<file path="src/cie_cfg.svh">
`ifndef CIE_CFG_SVH
`define CIE_CFG_SVH
// ------------------------------------------------------------
// Register offsets
// ------------------------------------------------------------
`define CIE_OFS_CORE_MASK 8'h00
`define CIE_OFS_GLOBAL 8'h01
`define CIE_OFS_EXT_EN 8'h02
`define CIE_OFS_PEND0 8'h03
`define CIE_OFS_PEND1 8'h04
`define CIE_OFS_PEND2 8'h05
`define CIE_OFS_IRQ_STAT 8'h06
`define CIE_OFS_IRQ_CLR 8'h07
`define CIE_OFS_IRQ_EN 8'h08
`define CIE_OFS_VECTOR 8'h09
// ------------------------------------------------------------
// Reset values and vectors
// ------------------------------------------------------------
`define CIE_RST_CORE_MASK 6'h00
`define CIE_RST_GLOBAL 1'b1
`define CIE_RST_EXT_EN 4'h0
`define CIE_VEC_RESET 6'h00
`define CIE_VEC_TRAP 6'h22
`define CIE_VEC_NMI 6'h24
`define CIE_VEC_EMU 6'h26
`define CIE_NO_SOURCE 16'h0000
// ------------------------------------------------------------
// External pin positions in the enable register
// ------------------------------------------------------------
`define CIE_EXT_PFA 0
`define CIE_EXT_PFB 1
`define CIE_EXT_ONE 2
`define CIE_EXT_TWO 3
// ------------------------------------------------------------
// Block event status bits
// ------------------------------------------------------------
`define CIE_EV_SOFT 0
`define CIE_EV_ACK 1
`define CIE_EV_WDOG 2
`endif

</file>
<file path="src/cie_pkg.sv">
package cie_pkg;
  typedef enum logic [1:0] {
    CIE_OP_NONE,
    CIE_OP_VECTORED,
    CIE_OP_NONMASK,
    CIE_OP_TRAP
  } cie_op_t;

  typedef struct packed {
    logic [7:0] addr;
    logic [15:0] wdata;
    logic wr;
    logic rd;
  } cie_bus_t;

  typedef struct packed {
    logic valid;
    logic [5:0] vector;
    logic set_mask;
  } cie_branch_t;

  typedef struct packed {
    logic [5:0] core_mask;
    logic global_mask_bit;
    logic [3:0] ext_en;
    logic [47:0] pend;
    logic [2:0] stat;
    logic [2:0] stat_en;
    logic [15:0] rdata;
    logic [15:0] vec_code;
    logic [5:0] core_irq_lines;
    cie_branch_t branch;
  } cie_state_t;
endpackage

</file>
<file path="src/cie_core_irq_expansion.sv">
// The implementer's own choices: the register offsets and the address-and-strobe port.
`timescale 1ns/1ps
`include "cie_cfg.svh"
module cie_core_irq_expansion #(
  parameter int SRC_W = 48
) (
  input wire logic clk_sys,
  input wire logic reset_n,
  input wire logic wdog_timeout,
  input wire logic ext_irq_one,
  input wire logic ext_irq_two,
  input wire logic power_fault_irq_a,
  input wire logic power_fault_irq_b,
  input wire logic [SRC_W-1:0] periph_req,
  input wire logic [5:0] cpu_ack,
  input wire cie_pkg::cie_op_t soft_op,
  input wire logic [5:0] soft_vector,
  input wire logic [7:0] reg_addr,
  input wire logic [15:0] reg_wdata,
  input wire logic reg_wr,
  input wire logic reg_rd,
  output logic [15:0] reg_rdata,
  output logic [5:0] core_irq_lines,
  output logic [5:0] cpu_take,
  output logic [15:0] peripheral_vector_code,
  output logic branch_valid,
  output logic [5:0] branch_vector,
  output logic global_mask_bit,
  output logic sys_reset,
  output logic irq_out
);
  // ------------------------------------------------------------
  // Source map: group.bit, core line and vector code per source
  // ------------------------------------------------------------
  // Group 0 bits 0..15 and group 2 bits 0..6 are fixed, others spare.
  function automatic logic [15:0] src_code(input int i);
    case (i)
      0: src_code = 16'h0020;
      1: src_code = 16'h0004;
      2: src_code = 16'h0001;
      3: src_code = 16'h0011;
      4: src_code = 16'h0005;
      5: src_code = 16'h0006;
      6: src_code = 16'h0007;
      7: src_code = 16'h0040;
      8: src_code = 16'h0041;
      9: src_code = 16'h0021;
      10: src_code = 16'h0022;
      11: src_code = 16'h0023;
      12: src_code = 16'h0027;
      13: src_code = 16'h0028;
      14: src_code = 16'h0029;
      15: src_code = 16'h002a;
      32: src_code = 16'h0019;
      33: src_code = 16'h0024;
      34: src_code = 16'h0025;
      35: src_code = 16'h0026;
      36: src_code = 16'h002f;
      37: src_code = 16'h0030;
      38: src_code = 16'h0031;
      default: src_code = 16'h0100 + 16'(i);
    endcase
  endfunction

  function automatic logic [2:0] src_line(input int i);
    if (i <= 8 || i == 32) begin
      src_line = 3'h0;
    end else if (i <= 15 || (i >= 33 && i <= 38)) begin
      src_line = 3'h1;
    end else if (i < 32) begin
      src_line = 3'h2;
    end else begin
      src_line = 3'h3;
    end
  endfunction

  // ------------------------------------------------------------
  // State
  // ------------------------------------------------------------
  cie_pkg::cie_state_t s_q, s_d;
  logic [SRC_W-1:0] req_all;
  logic any_reset;
  logic [5:0] line_any;

  assign any_reset = !reset_n || wdog_timeout;

  always_comb begin
    req_all = periph_req;
    req_all[`CIE_EXT_PFA] = power_fault_irq_a && s_q.ext_en[`CIE_EXT_PFA];
    req_all[`CIE_EXT_ONE] = ext_irq_one && s_q.ext_en[`CIE_EXT_ONE];
    req_all[`CIE_EXT_TWO] = ext_irq_two && s_q.ext_en[`CIE_EXT_TWO];
    req_all[32] = power_fault_irq_b && s_q.ext_en[`CIE_EXT_PFB];
  end

  always_comb begin
    line_any = 6'h00;
    for (int i = 0; i < SRC_W; i++) begin
      if (s_q.pend[i]) begin
        line_any[src_line(i)] = 1'b1;
      end
    end
  end

  // ------------------------------------------------------------
  // Next state
  // ------------------------------------------------------------
  always_comb begin
    logic ack_hit;
    logic [2:0] ev;
    ack_hit = 1'b0;
    ev = 3'h0;
    s_d = s_q;
    s_d.branch.valid = 1'b0;
    s_d.rdata = 16'h0000;
    s_d.pend = s_q.pend | req_all;
    s_d.core_irq_lines = line_any;
    for (int l = 0; l < 6; l++) begin
      ack_hit = 1'b0;
      if (cpu_ack[l]) begin
        s_d.vec_code = `CIE_NO_SOURCE;
        // Lowest index is highest priority; a same-cycle request beats the ack
        // for the source it returns, so later arrivals stay pending.
        for (int i = 0; i < SRC_W; i++) begin
          if (!ack_hit && s_q.pend[i] && src_line(i) == 3'(l)) begin
            ack_hit = 1'b1;
            s_d.vec_code = src_code(i);
            s_d.pend[i] = req_all[i];
          end
        end
        ev[`CIE_EV_ACK] = 1'b1;
      end
    end
    case (soft_op)
      cie_pkg::CIE_OP_VECTORED: begin
        s_d.branch = '{1'b1, soft_vector, 1'b1};
        s_d.global_mask_bit = 1'b1;
        ev[`CIE_EV_SOFT] = 1'b1;
      end
      cie_pkg::CIE_OP_NONMASK: begin
        s_d.branch = '{1'b1, `CIE_VEC_NMI, 1'b1};
        s_d.global_mask_bit = 1'b1;
        ev[`CIE_EV_SOFT] = 1'b1;
      end
      cie_pkg::CIE_OP_TRAP: begin
        s_d.branch = '{1'b1, `CIE_VEC_TRAP, 1'b0};
        ev[`CIE_EV_SOFT] = 1'b1;
      end
      default: begin
      end
    endcase
    if (reg_wr) begin
      if (reg_addr == `CIE_OFS_CORE_MASK) begin
        s_d.core_mask = reg_wdata[5:0];
      end else if (reg_addr == `CIE_OFS_GLOBAL && soft_op == cie_pkg::CIE_OP_NONE) begin
        s_d.global_mask_bit = reg_wdata[0];
      end else if (reg_addr == `CIE_OFS_EXT_EN) begin
        s_d.ext_en = reg_wdata[3:0];
      end else if (reg_addr == `CIE_OFS_IRQ_CLR) begin
        s_d.stat = s_q.stat & ~reg_wdata[2:0];
      end else if (reg_addr == `CIE_OFS_IRQ_EN) begin
        s_d.stat_en = reg_wdata[2:0];
      end
    end
    s_d.stat = s_d.stat | ev;  // Set wins over a same-cycle clear.
    if (reg_rd) begin
      if (reg_addr == `CIE_OFS_CORE_MASK) begin
        s_d.rdata = {10'h000, s_q.core_mask};
      end else if (reg_addr == `CIE_OFS_GLOBAL) begin
        s_d.rdata = {15'h0000, s_q.global_mask_bit};
      end else if (reg_addr == `CIE_OFS_EXT_EN) begin
        s_d.rdata = {12'h000, s_q.ext_en};
      end else if (reg_addr == `CIE_OFS_PEND0) begin
        s_d.rdata = s_q.pend[15:0];
      end else if (reg_addr == `CIE_OFS_PEND1) begin
        s_d.rdata = s_q.pend[31:16];
      end else if (reg_addr == `CIE_OFS_PEND2) begin
        s_d.rdata = s_q.pend[47:32];
      end else if (reg_addr == `CIE_OFS_IRQ_STAT) begin
        s_d.rdata = {13'h0000, s_q.stat};
      end else if (reg_addr == `CIE_OFS_IRQ_EN) begin
        s_d.rdata = {13'h0000, s_q.stat_en};
      end else if (reg_addr == `CIE_OFS_VECTOR) begin
        s_d.rdata = s_q.vec_code;
      end
    end
  end

  // ------------------------------------------------------------
  // Registers
  // ------------------------------------------------------------
  // Watchdog reset acts like the pin: it discards every pending
  // request and soft branch in flight rather than arbitrating.
  always_ff @(posedge clk_sys) begin
    if (any_reset) begin
      s_q <= '0;
      s_q.core_mask <= `CIE_RST_CORE_MASK;
      s_q.global_mask_bit <= `CIE_RST_GLOBAL;
      s_q.ext_en <= `CIE_RST_EXT_EN;
      s_q.stat[`CIE_EV_WDOG] <= reset_n;
    end else begin
      s_q <= s_d;
    end
  end

  assign reg_rdata = s_q.rdata;
  assign core_irq_lines = s_q.core_irq_lines;
  assign cpu_take = s_q.core_irq_lines & s_q.core_mask
                    & {6{!s_q.global_mask_bit}};
  assign peripheral_vector_code = s_q.vec_code;
  assign branch_valid = s_q.branch.valid;
  assign branch_vector = s_q.branch.vector;
  assign global_mask_bit = s_q.global_mask_bit;
  assign sys_reset = any_reset;
  assign irq_out = |(s_q.stat & s_q.stat_en);

  function automatic logic [5:0] core_mask_q();
    return s_q.core_mask;
  endfunction
endmodule

</file>
<file path="config.mk">
export PLATFORM = sky130hd
export DESIGN_NAME = cie_core_irq_expansion
export DESIGN_NICKNAME = d
export VERILOG_FILES = /design/src/cie_pkg.sv /design/src/cie_core_irq_expansion.sv
export VERILOG_INCLUDE_DIRS = /design/src
export SDC_FILE = /design/constraint.sdc
export NUM_CORES = 1
export LEC_CHECK = 0
export BUFFER_PORTS_ARGS = -buffer_cell sky130_fd_sc_hd__buf_2
export CAP_MARGIN = 30
export CORE_ASPECT_RATIO = 0.75
export CORE_MARGIN = 2
export CORE_UTILIZATION = 57
export CTS_CLUSTER_SIZE = 20
export DETAILED_ROUTE_END_ITERATION = 10
export PLACE_DENSITY_LB_ADDON = 0.2
export SYNTH_ARGS = -nofsm -noshare
export SYNTH_HDL_FRONTEND = slang
export SYNTH_SLANG_ARGS = --single-unit
</file>
<file path="constraint.sdc">
create_clock -name clk_sys -period 5.4 [get_ports clk_sys]
set_clock_uncertainty 0.1 [all_clocks]
set_input_delay 0.27 -clock clk_sys [delete_from_list [all_inputs] [get_ports clk_sys]]
set_output_delay 0.27 -clock clk_sys [all_outputs]
set_load 0.005 [all_outputs]
</file>
==> results of run 1 <==
[power by group through the flow]
stage / clock (mW) / combinational (mW) / sequential, mW
floorplan: 0 / 0.138 / 0.796
global placement: 0 / 0.188 / 0.808
detailed placement: 0 / 0.192 / 0.809
CTS: 0.640 / 0.193 / 0.792
global route: 0.671 / 0.219 / 0.797
finish: 0.632 / 0.197 / 0.794
[kinds of logic after synthesis]
kind of cell / after synthesis / share of synthesized area [%]
flops: 100 / 38.5
other cells: 1 / 0.0718
compound gates: 187 / 22.7
mux: 16 / 3.33
fa+ha+maj: 4 / 0.959
simple gates: 235 / 23.2
buf+inv: 108 / 11.2
[final cells by class]
type	count	area [µm²]	area share [%]
sequential	100	2010	34.3
tap	112	140	2.39
multi-input combinational	454	2670	45.5
timing repair buffer	124	626	10.7
clock inverter	2	37.5	0.641
inverter	35	131	2.24
clock buffer	12	246	4.21
[worst max-delay path: cells and delay by family]
family                 cells  cell delay [ns]
and+or+nand+nor            2             1.63
AOI/OAI and AO/OA          3             0.71
buffers and inverters      1             0.09
[sequential cells by signal, indices dropped and copies added (netlist names)]
name and flops:
global_mask_bit 1, reg_rdata 16, core_irq_lines 4, branch_valid 1, branch_vector 6, s_q 64, peripheral_vector_code 8
[per-layer routing]
| layer | wire length, µm | global-route usage, % | vias to the layer above |
|---|---|---|---|
| met1 | 6650 | 43.7 | 2353 |
| met4 | 253 | 6.98 | 0 |
| met5 | 0 | 0 | - |
| li1 | - | - | 2419 |
| met2 | 6240 | 43.9 | 311 |
| met3 | 1700 | 8.84 | 22 |
[placed cells by master (no fill, tap or decap), types with 9 or more instances in the layout]
cell,netlist,final
conb_1,1,12
a21oi_1,78,78
inv_1,34,34
dfxtp_1,99,99
mux2i_1,14,14
a22oi_1,22,22
nand2_1,38,38
nor2b_1,14,14
nor2_1,91,91
nand2b_1,9,9
nand3_1,11,11
nor4_1,10,10
o21ai_0,34,34
buf_2,4,122
clkbuf_16,0,9
nor3_1,13,13
[through the flow]
stage / total power, mW / instances
2_1_floorplan: 0.933 / 662
3_3_place_gp: 0.996 / 824
3_5_place_dp: 1.00 / 825
4_1_cts: 1.63 / 839
5_1_grt: 1.69 / 839
6_report: 1.62 / 839
[how the worst max path moves through the flow]
stage                       start                                endpoint  slack, ns
3_5_place_dp          reg_addr[5]                 reg_rdata[3]$_SDFF_PP0_       2.55
6_report              reg_addr[5]                 reg_rdata[3]$_SDFF_PP0_       2.78
5_1_grt               reg_addr[5]                 reg_rdata[3]$_SDFF_PP0_       2.77
2_1_floorplan  s_q[94]$_SDFF_PP0_  peripheral_vector_code[8]$_SDFFE_PP0P_       3.39
4_1_cts               reg_addr[5]                 reg_rdata[3]$_SDFF_PP0_       2.88
3_3_place_gp          reg_addr[5]                 reg_rdata[3]$_SDFF_PP0_       2.45
==> flow_metrics.py, run 1 <==
metrics = {
    "outcome": {
        "status": "finished clean",
    },
    "floorplan": {
        "fp-row-count": 30,
        "die_w_um": 115,
        "boundaryPins": 149,
        "die_y_um": 86.9,
        "die_area_um2": 9950,
        "design.core.area_um2": 8970,
        "start_util_pct": 58.2,
    },
    "sta": {
        "tns_ns": 0,
        "fmax_mhz": 382,
        "finalCritPeriodShare_pct": 48.4,
        "rsz0062_at_grt": "no",
        "relSlewSlack_pct": 40.4,
        "fin_ws_ns": 2.78,
        "holdWs_ns": 0.0306,
        "setup-violations-final": 0,
        "tightest_slew_ns": 0.891,
        "final_hold_viol_count": 0,
        "slew_violations": 0,
        "min_period_ns": 2.62,
    },
    "job": {
        "drv_cap": 0,
    },
    "route": {
        "wl_per_cell_um": 17.7,
        "route.detailed.drc": 0,
        "finalWirelength_um": 14800,
        "antenna_left": 0,
        "vias": 5105,
        "drtPass1Iterations": 5,
        "vias_per_cell": 6.08,
        "drt_iter0_drc": 564,
    },
    "clock_tree": {
        "cts_buffer_depth": 2,
        "cts_resized": 0,
        "post_cts_buffers": 0,
        "cts_tree": "yes",
        "htreeDepth": 3,
        "clk_pin_slew_ns": 0.06,
        "cts_made_buffers": 9,
        "ctsHoldBuffers": 0,
        "clk_latency_ns": 0.34,
        "cts.sinks": 100,
        "cts_root_buffer": "clkbuf_16",
    },
    "critical_path": {
        "r2r_slack_ns": 3.12,
        "critPathMaxFanout": 13,
        "slowest_delay_ns": 0.83,
        "path_cells": "buf_2 > or4_1 > nor3_2 > a221oi_1 > a221o_1 > o41ai_1",
        "worstSetupStartpointType": "input port",
        "worst-setup-path-type": "in -> reg",
        "cpMaxStageDelayCell": "nor3_2",
        "r2r_end": "peripheral_vector_code[4]$_SDFFE_PP0P_",
        "r2r_start": "s_q[70]$_SDFF_PP0_",
        "critPathArrivalTime_ns": 2.72,
        "r2r_cells": 5,
        "cp-end-kind": "flop",
        "cp.required_ns": 5.50,
    },
    "synthesis": {
        "synthCells": 651,
        "syn_area_um2": 5220,
        "ys_seq_area_share_pct": 38.5,
        "yosys_warnings": 0,
        "yosys.area.top_type": "dfxtp_1",
        "synthDominantCellAreaShare_pct": 38.0,
        "ys.flop_type": "dfxtp_1",
        "synth_area_leaders": "dfxtp_1 38%, a21oi_1 7.5%, buf_4 6.6%",
        "syn_avg_cell_area_um2": 8.02,
        "ys_async_sr_fraction_pct": 0,
        "yosysMostFrequentCell": "dfxtp_1",
        "synth_edf_count": 1,
        "synth_cell_type_count": 69,
        "ys_ff_latch": 100,
        "synthTopCellsByCount": "99 x dfxtp_1, 91 x nor2_1, 78 x a21oi_1",
    },
    "hold_path": {
        "hold_class": "in -> reg",
        "hold_depth": 3,
        "hold_path_end": "s_q[76]$_SDFF_PP0_",
        "min_from": "periph_req[24]",
    },
    "finish": {
        "n_antenna_cell": 0,
        "stdcell_area_um2": 5860,
        "fillers": 790,
        "drive_gt1_share_pct": 21.0,
        "nets": 823,
        "areaGrowthSynthToFinish_pct": 12.2,
        "final_util_pct": 65.3,
    },
    "global_route": {
        "antenna_found_initial": 0,
        "grt_max_degree": 78,
        "grt_remaining_overflow": 0,
        "grtUsageTotal_pct": 30.0,
        "grt_pass1_wl_um": 23100,
        "grt_pass1_vias": 4423,
    },
    "power_and_ir_drop": {
        "p_seq_share_pct": 48.9,
        "p_switching_mw": 0.416,
        "p_leak_nw": 2.56,
        "swShare_pct": 25.6,
        "vdd_drop_max_v": 0.000194,
        "p_clk_share_pct": 38.9,
        "p_comb_share_pct": 12.1,
        "power.internal_mw": 1.21,
        "power_density_nw_per_um2": 277,
    },
    "placement": {
        "io_buffers": 122,
        "gp_congestion": 0.969,
        "dp_hpwl_um": 11200,
        "dp_slack_ns": 2.55,
        "placed_area_um2": 5580,
    },
}
Note: power is estimated with default switching activity, not from simulation.
==> run 2, diff against run 1 <==
Settings changed: ABC_AREA from default to 1, CORE_UTILIZATION 57 to 48.
Clock period 5.4 ns to 2.4 ns, I/O delays scaled along.
==> run 2 against run 1 <==
Net effect:
- non-clock buffer count increased by 69
- synthesized cell count rose by 17%
- sequential cell count did not move
- critical path depth rose by 9
- first-iteration DRC count decreased by 24%
- largest cell class unchanged
- largest power group unchanged
==> flow_metrics.py, run 2 <==
metrics = {
    "outcome": {
        "status": "finished clean",
    },
    "critical_path": {
        "slowest_delay_ns": 0.35,
        "cp.required_ns": 2.58,
        "cp-end-kind": "flop",
        "cpMaxStageDelayCell": "dfxtp_1",
        "critPathTopFamily": "simple AND/OR/NAND/NOR gates",
        "crit_path_start": "s_q[52]$_SDFF_PP0_",
        "critPathArrivalTime_ns": 2.30,
        "worst-setup-path-type": "reg -> reg",
        "path_buf_inv": 2,
        "r2r_start": "s_q[52]$_SDFF_PP0_",
        "crit_top_cell": "nand2_1",
        "worstSetupStartpointType": "flop",
        "critPathMaxFanout": 5,
        "path_cells": "inv_2 > nand2_1 > nor2_1 > nand2_1 > nor2_4 > nand4_1 > nor2_1 > a21oi_1 > inv_1 > o21ai_0 > nand2_1 > nand2_1 > nand2_1 > nand2_1 > a21oi_1",
    },
    "finish": {
        "final_common_cell": "buf_2",
        "stdcell_area_um2": 6710,
        "areaGrowthSynthToFinish_pct": 26.4,
        "nets": 1012,
        "drive_gt1_share_pct": 19.5,
        "top_register": "s_q",
        "fillers": 995,
        "n_antenna_cell": 0,
        "largest_register_ffs": 64,
        "mostFrequentLayoutCells": "122 x buf_2, 113 x inv_1, 111 x nand2_1, 99 x dfxtp_1, 96 x nor2_1",
    },
    "synthesis": {
        "synth_cell_type_count": 40,
        "ys.flop_type": "dfxtp_1",
        "syn_avg_cell_area_um2": 6.99,
        "yosys_warnings": 0,
        "synth_edf_count": 1,
        "ys_seq_area_share_pct": 37.9,
        "syn_area_um2": 5310,
        "synthCells": 759,
        "synth_area_leaders": "dfxtp_1 37%, a21oi_1 8.5%, inv_1 8.1%",
        "synthDominantCellAreaShare_pct": 37.3,
        "synthTopCellsByCount": "114 x inv_1, 111 x nand2_1, 99 x dfxtp_1",
        "yosys.area.top_type": "dfxtp_1",
        "ys_ff_latch": 100,
        "ys_async_sr_fraction_pct": 0,
        "yosysMostFrequentCell": "inv_1",
    },
    "sta": {
        "slew_violations": 0,
        "setup-violations-final": 0,
        "min_period_ns": 2.12,
        "fmax_mhz": 472,
        "fin_ws_ns": 0.281,
        "relSlewSlack_pct": 66.0,
        "tightest_slew_ns": 0.509,
        "tns_ns": 0,
        "final_hold_viol_count": 0,
        "finalCritPeriodShare_pct": 88.3,
        "rsz0062_at_grt": "no",
    },
    "power_and_ir_drop": {
        "power_density_nw_per_um2": 562,
        "p_leak_nw": 3.04,
        "vdd_drop_max_v": 0.000373,
    },
    "route": {
        "vias": 5509,
        "top_layer": "met4",
        "drt_iter0_drc": 431,
        "antenna_left": 0,
        "wl_met3_um": 1170,
        "drt-met1-wl_um": 7580,
        "wl_per_cell_um": 15.0,
        "finalWirelength_um": 15800,
        "drtPass1Iterations": 5,
        "routed-wl-met2_um": 6770,
        "route.detailed.drc": 0,
        "vias_per_cell": 5.21,
    },
    "floorplan": {
        "boundaryPins": 149,
        "fp-row-count": 33,
        "design.core.area_um2": 10900,
        "start_util_pct": 48.9,
        "die_y_um": 95.1,
        "die_w_um": 125,
        "die_area_um2": 11900,
    },
    "hold_path": {
        "min_from": "wdog_timeout",
        "hold_class": "in -> reg",
    },
    "clock_tree": {
        "cts_tree": "yes",
        "cts_resized": 0,
        "cts.sinks": 100,
        "htreeDepth": 3,
        "cts_made_buffers": 9,
        "cts_buffer_depth": 2,
        "clk_latency_ns": 0.35,
        "cts_root_buffer": "clkbuf_16",
        "ctsHoldBuffers": 60,
        "post_cts_buffers": 0,
        "clk_pin_slew_ns": 0.07,
    },
    "placement": {
        "io_buffers": 122,
        "placed_area_um2": 5830,
        "dp_hpwl_um": 12000,
        "dp_slack_ns": 0.382,
        "gp_congestion": 0.910,
    },
    "global_route": {
        "grt_remaining_overflow": 0,
        "grt_pass1_vias": 5134,
        "antenna_found_initial": 0,
        "grtUsageTotal_pct": 26.7,
        "grt_pass1_wl_um": 25000,
        "grt_max_degree": 40,
    },
    "job": {
        "drv_cap": 0,
    },
}
run 2: cell types whose count changed after synthesis, moves of 10 or more:
cell,previous run,this run
inv_1,34,114
nand2_1,38,111
o21ai_0,34,59
a22oi_1,22,0
mux2i_1,14,0
nor2b_1,14,0
nand3_1,11,24
a21oi_1,78,90
nor2_2,0,10
nor4_1,10,0
run 2: report_power, final:
part	switching (mW)	internal (mW)
clock	0.636	0.804
combinational	0.318	0.243
sequential	0.0550	1.71
total	1.01	2.76
run 2: path summary, 6_finish.rpt:
path | to | slack (ns) | cells after the start
setup / recovery | peripheral_vector_code[3]$_SDFFE_PP0P_ | 0.28 | 15
hold / removal | s_q[51]$_DFFE_PP_ | 0.02 | 3
setup reg to reg | peripheral_vector_code[3]$_SDFFE_PP0P_ | 0.28 | 15
hold reg to reg | reg_rdata[5]$_SDFF_PP0_ | 0.38 | 2
run 2: layout make-up:
cell class / instances / area, µm² / area share [%]
multi-input combinational: 490 / 2490 / 37.0
sequential: 100 / 2010 / 30.0
timing repair buffer: 193 / 1310 / 19.5
inverter: 119 / 447 / 6.66
clock buffer: 11 / 233 / 3.47
tap: 140 / 175 / 2.61
clock inverter: 5 / 52.6 / 0.783
run 2: logic make-up after synthesis:
| group | Yosys count | synth area share (%) |
|---|---|---|
| buffers and inverters | 180 | 16.1 |
| adder cells (fa/ha/maj) | 4 | 0.943 |
| other | 1 | 0.0706 |
| AO/OA/AOI/OAI | 200 | 21.4 |
| AND/OR/NAND/NOR | 274 | 23.6 |
| flip-flops | 100 | 37.9 |
run 2: per-stage QoR:
step           utilization [%]  instances  hold slack [ns]  power (mW)
2_1_floorplan                -        770            0.137        2.12
3_3_place_gp              53.6        982            0.225        2.27
3_5_place_dp              53.6        982            0.230        2.28
4_1_cts                   61.8       1058          0.00158        3.78
5_1_grt                   61.8       1058           0.0348        3.93
6_report                  61.8       1058           0.0205        3.77
run 2: per-layer routing:
metal	global-route usage (%)	vias to the layer above
li1	-	2741
met1	37.2	2521
met2	41.1	222
met3	6.23	25
met4	8.89	0
met5	0	-
run 2: tightest hold or removal path, stage by stage:
cell     delay (ns)
buf_2          0.09
a31oi_1        0.03
nor2_1         0.10
==> run 3, diff against run 2 <==
Settings changed: CORE_ASPECT_RATIO 0.75 to 0.8.
==> run 3 against run 2 <==
Net effect:
- via count rose by 1.3%
- hold slack hardly changed
- combinational power about the same
- final cell count grew 0.47%
- design area fell by 0.11%
- register-to-register slack better by 0.04 ns
- first-iteration DRC count up 44%
- sequential power is essentially flat
- routed wire length grew 1.6%
- critical path depth fell by 7
- global-route usage up 0.12 points
- critical path type is now in -> reg
- highest routed layer unchanged
==> flow_metrics.py, run 3 (same netlist as run 2, synthesis figures left out) <==
metrics = {
    "outcome": {
        "status": "finished clean",
    },
    "finish": {
        "areaGrowthSynthToFinish_pct": 26.3,
        "mostFrequentLayoutCells": "122 x buf_2, 113 x inv_1, 111 x nand2_1, 99 x dfxtp_1, 96 x nor2_1",
        "largest_register_ffs": 64,
        "stdcell_area_um2": 6700,
        "nets": 1013,
        "fillers": 981,
        "drive_gt1_share_pct": 19.4,
        "instances_no_fill": 1063,
        "n_antenna_cell": 0,
        "top_register": "s_q",
        "final_common_cell": "buf_2",
    },
    "critical_path": {
        "slowest_delay_ns": 0.53,
        "worst-setup-path-type": "in -> reg",
        "cpMaxStageDelayCell": "dlygate4sd3_1",
        "r2r_slack_ns": 0.32,
        "r2r_start": "s_q[62]$_SDFF_PP0_",
        "r2r_end": "peripheral_vector_code[0]$_SDFFE_PP0P_",
        "critPathArrivalTime_ns": 2.34,
        "critPathMaxFanout": 7,
        "cp.required_ns": 2.50,
        "crit_path_end": "reg_rdata[6]$_SDFF_PP0_",
        "path_buf_inv": 4,
        "critical_path_cell_count": 8,
        "cp-end-kind": "flop",
        "r2r_cells": 15,
        "worstSetupStartpointType": "input port",
        "critPathTopFamily": "simple AND/OR/NAND/NOR gates",
        "crit_path_start": "reset_n",
        "path_cells": "dlygate4sd3_1 > buf_2 > inv_1 > nor2_1 > nand2_1 > inv_1 > nand2_1 > a221oi_1",
    },
    "route": {
        "vias": 5582,
        "wl_per_cell_um": 15.1,
        "vias_per_cell": 5.25,
        "top_layer": "met4",
        "route.detailed.drc": 0,
        "routed-wl-met2_um": 7340,
        "drtPass1Iterations": 6,
        "antenna_left": 0,
        "drt-met1-wl_um": 7110,
        "drt_iter0_drc": 620,
        "wl_met3_um": 1430,
        "finalWirelength_um": 16100,
    },
    "sta": {
        "setup-violations-final": 0,
        "tns_ns": 0,
        "slew_violations": 0,
        "holdWs_ns": 0.0209,
        "fmax_mhz": 447,
        "relSlewSlack_pct": 64.7,
        "tightest_slew_ns": 0.528,
        "fin_ws_ns": 0.161,
        "final_hold_viol_count": 0,
        "rsz0062_at_grt": "no",
        "finalCritPeriodShare_pct": 93.3,
        "min_period_ns": 2.24,
    },
    "global_route": {
        "antenna_found_initial": 0,
        "grt_pass1_wl_um": 25000,
        "grt_pass1_vias": 5113,
        "grtUsageTotal_pct": 26.8,
        "grt_max_degree": 26,
        "grt_remaining_overflow": 0,
    },
    "clock_tree": {
        "cts.sinks": 100,
        "clk_pin_slew_ns": 0.07,
        "cts_buffer_depth": 2,
        "cts_root_buffer": "clkbuf_16",
        "htreeDepth": 3,
        "cts_tree": "yes",
        "clk_latency_ns": 0.35,
        "cts_made_buffers": 9,
        "post_cts_buffers": 0,
    },
    "floorplan": {
        "fp-row-count": 34,
        "die_area_um2": 11900,
        "boundaryPins": 149,
        "die_w_um": 122,
        "start_util_pct": 49.1,
        "die_y_um": 98.1,
        "design.core.area_um2": 10800,
    },
    "placement": {
        "io_buffers": 122,
        "placed_area_um2": 5810,
        "dp_hpwl_um": 11900,
        "place_inst": 985,
        "gp_congestion": 0.951,
        "dp_slack_ns": 0.387,
    },
    "job": {
        "drv_cap": 0,
    },
    "hold_path": {
        "hold_class": "in -> reg",
        "hold_depth": 3,
    },
    "power_and_ir_drop": {
        "power_density_nw_per_um2": 550,
        "p_leak_nw": 3.02,
        "vdd_drop_max_v": 0.000325,
    },
}
run 3: worst register-to-register path: cells and delay by family, from the launching register on:
kind | cells | cell delay [ns]
AO/OA/AOI/OAI | 1 | 0.11
flip-flops | 1 | 0.34
AND/OR/NAND/NOR | 14 | 1.47
run 3: how the worst min path moves through the flow:
stage	startpoint	to	slack (ns)
after global routing	soft_op[1]	branch_vector[2]$_SDFFE_PP0P_	0.05
final	soft_op[1]	branch_vector[2]$_SDFFE_PP0P_	0.02
after detailed placement	periph_req[42]	s_q[94]$_SDFF_PP0_	0.23
after floorplan	periph_req[5]	s_q[57]$_SDFF_PP0_	0.14
after global placement	periph_req[23]	s_q[75]$_SDFF_PP0_	0.22
after CTS	soft_op[1]	branch_vector[2]$_SDFFE_PP0P_	0.004
run 3: metrics by stage:
stage / utilization, % / total power [mW]
after floorplan: - / 2.12
after global placement: 53.8 / 2.27
after detailed placement: 53.8 / 2.28
after CTS: 62.0 / 3.69
after global routing: 62.0 / 3.84
final: 62.0 / 3.69
run 3: power by group:
group	switching [mW]	total (mW)	internal (mW)
clock network	0.648	1.36	0.708
logic	0.320	0.563	0.243
registers	0.0539	1.77	1.71
run 3: what timing repair did:
action	CTS	global route
resized for setup	0	0
hold buffers	62	0
hold endpoints to repair	64	0
run 3: routing by layer:
layer	track usage (%)	vias to the layer above
li1	-	2752
met1	36.5	2548
met2	43.5	264
met3	6.07	18
met4	6.45	0
met5	0	-
run 3: layout make-up:
class | count | area (µm²) | share of cell area (%)
clock buffers | 11 | 233 | 3.47
clock inverters | 5 | 40.0 | 0.597
inverters | 119 | 447 | 6.66
multi-input cells | 490 | 2490 | 37.1
flip-flops and latches | 100 | 2010 | 30.0
well taps | 144 | 180 | 2.69
repair buffers | 194 | 1310 | 19.5
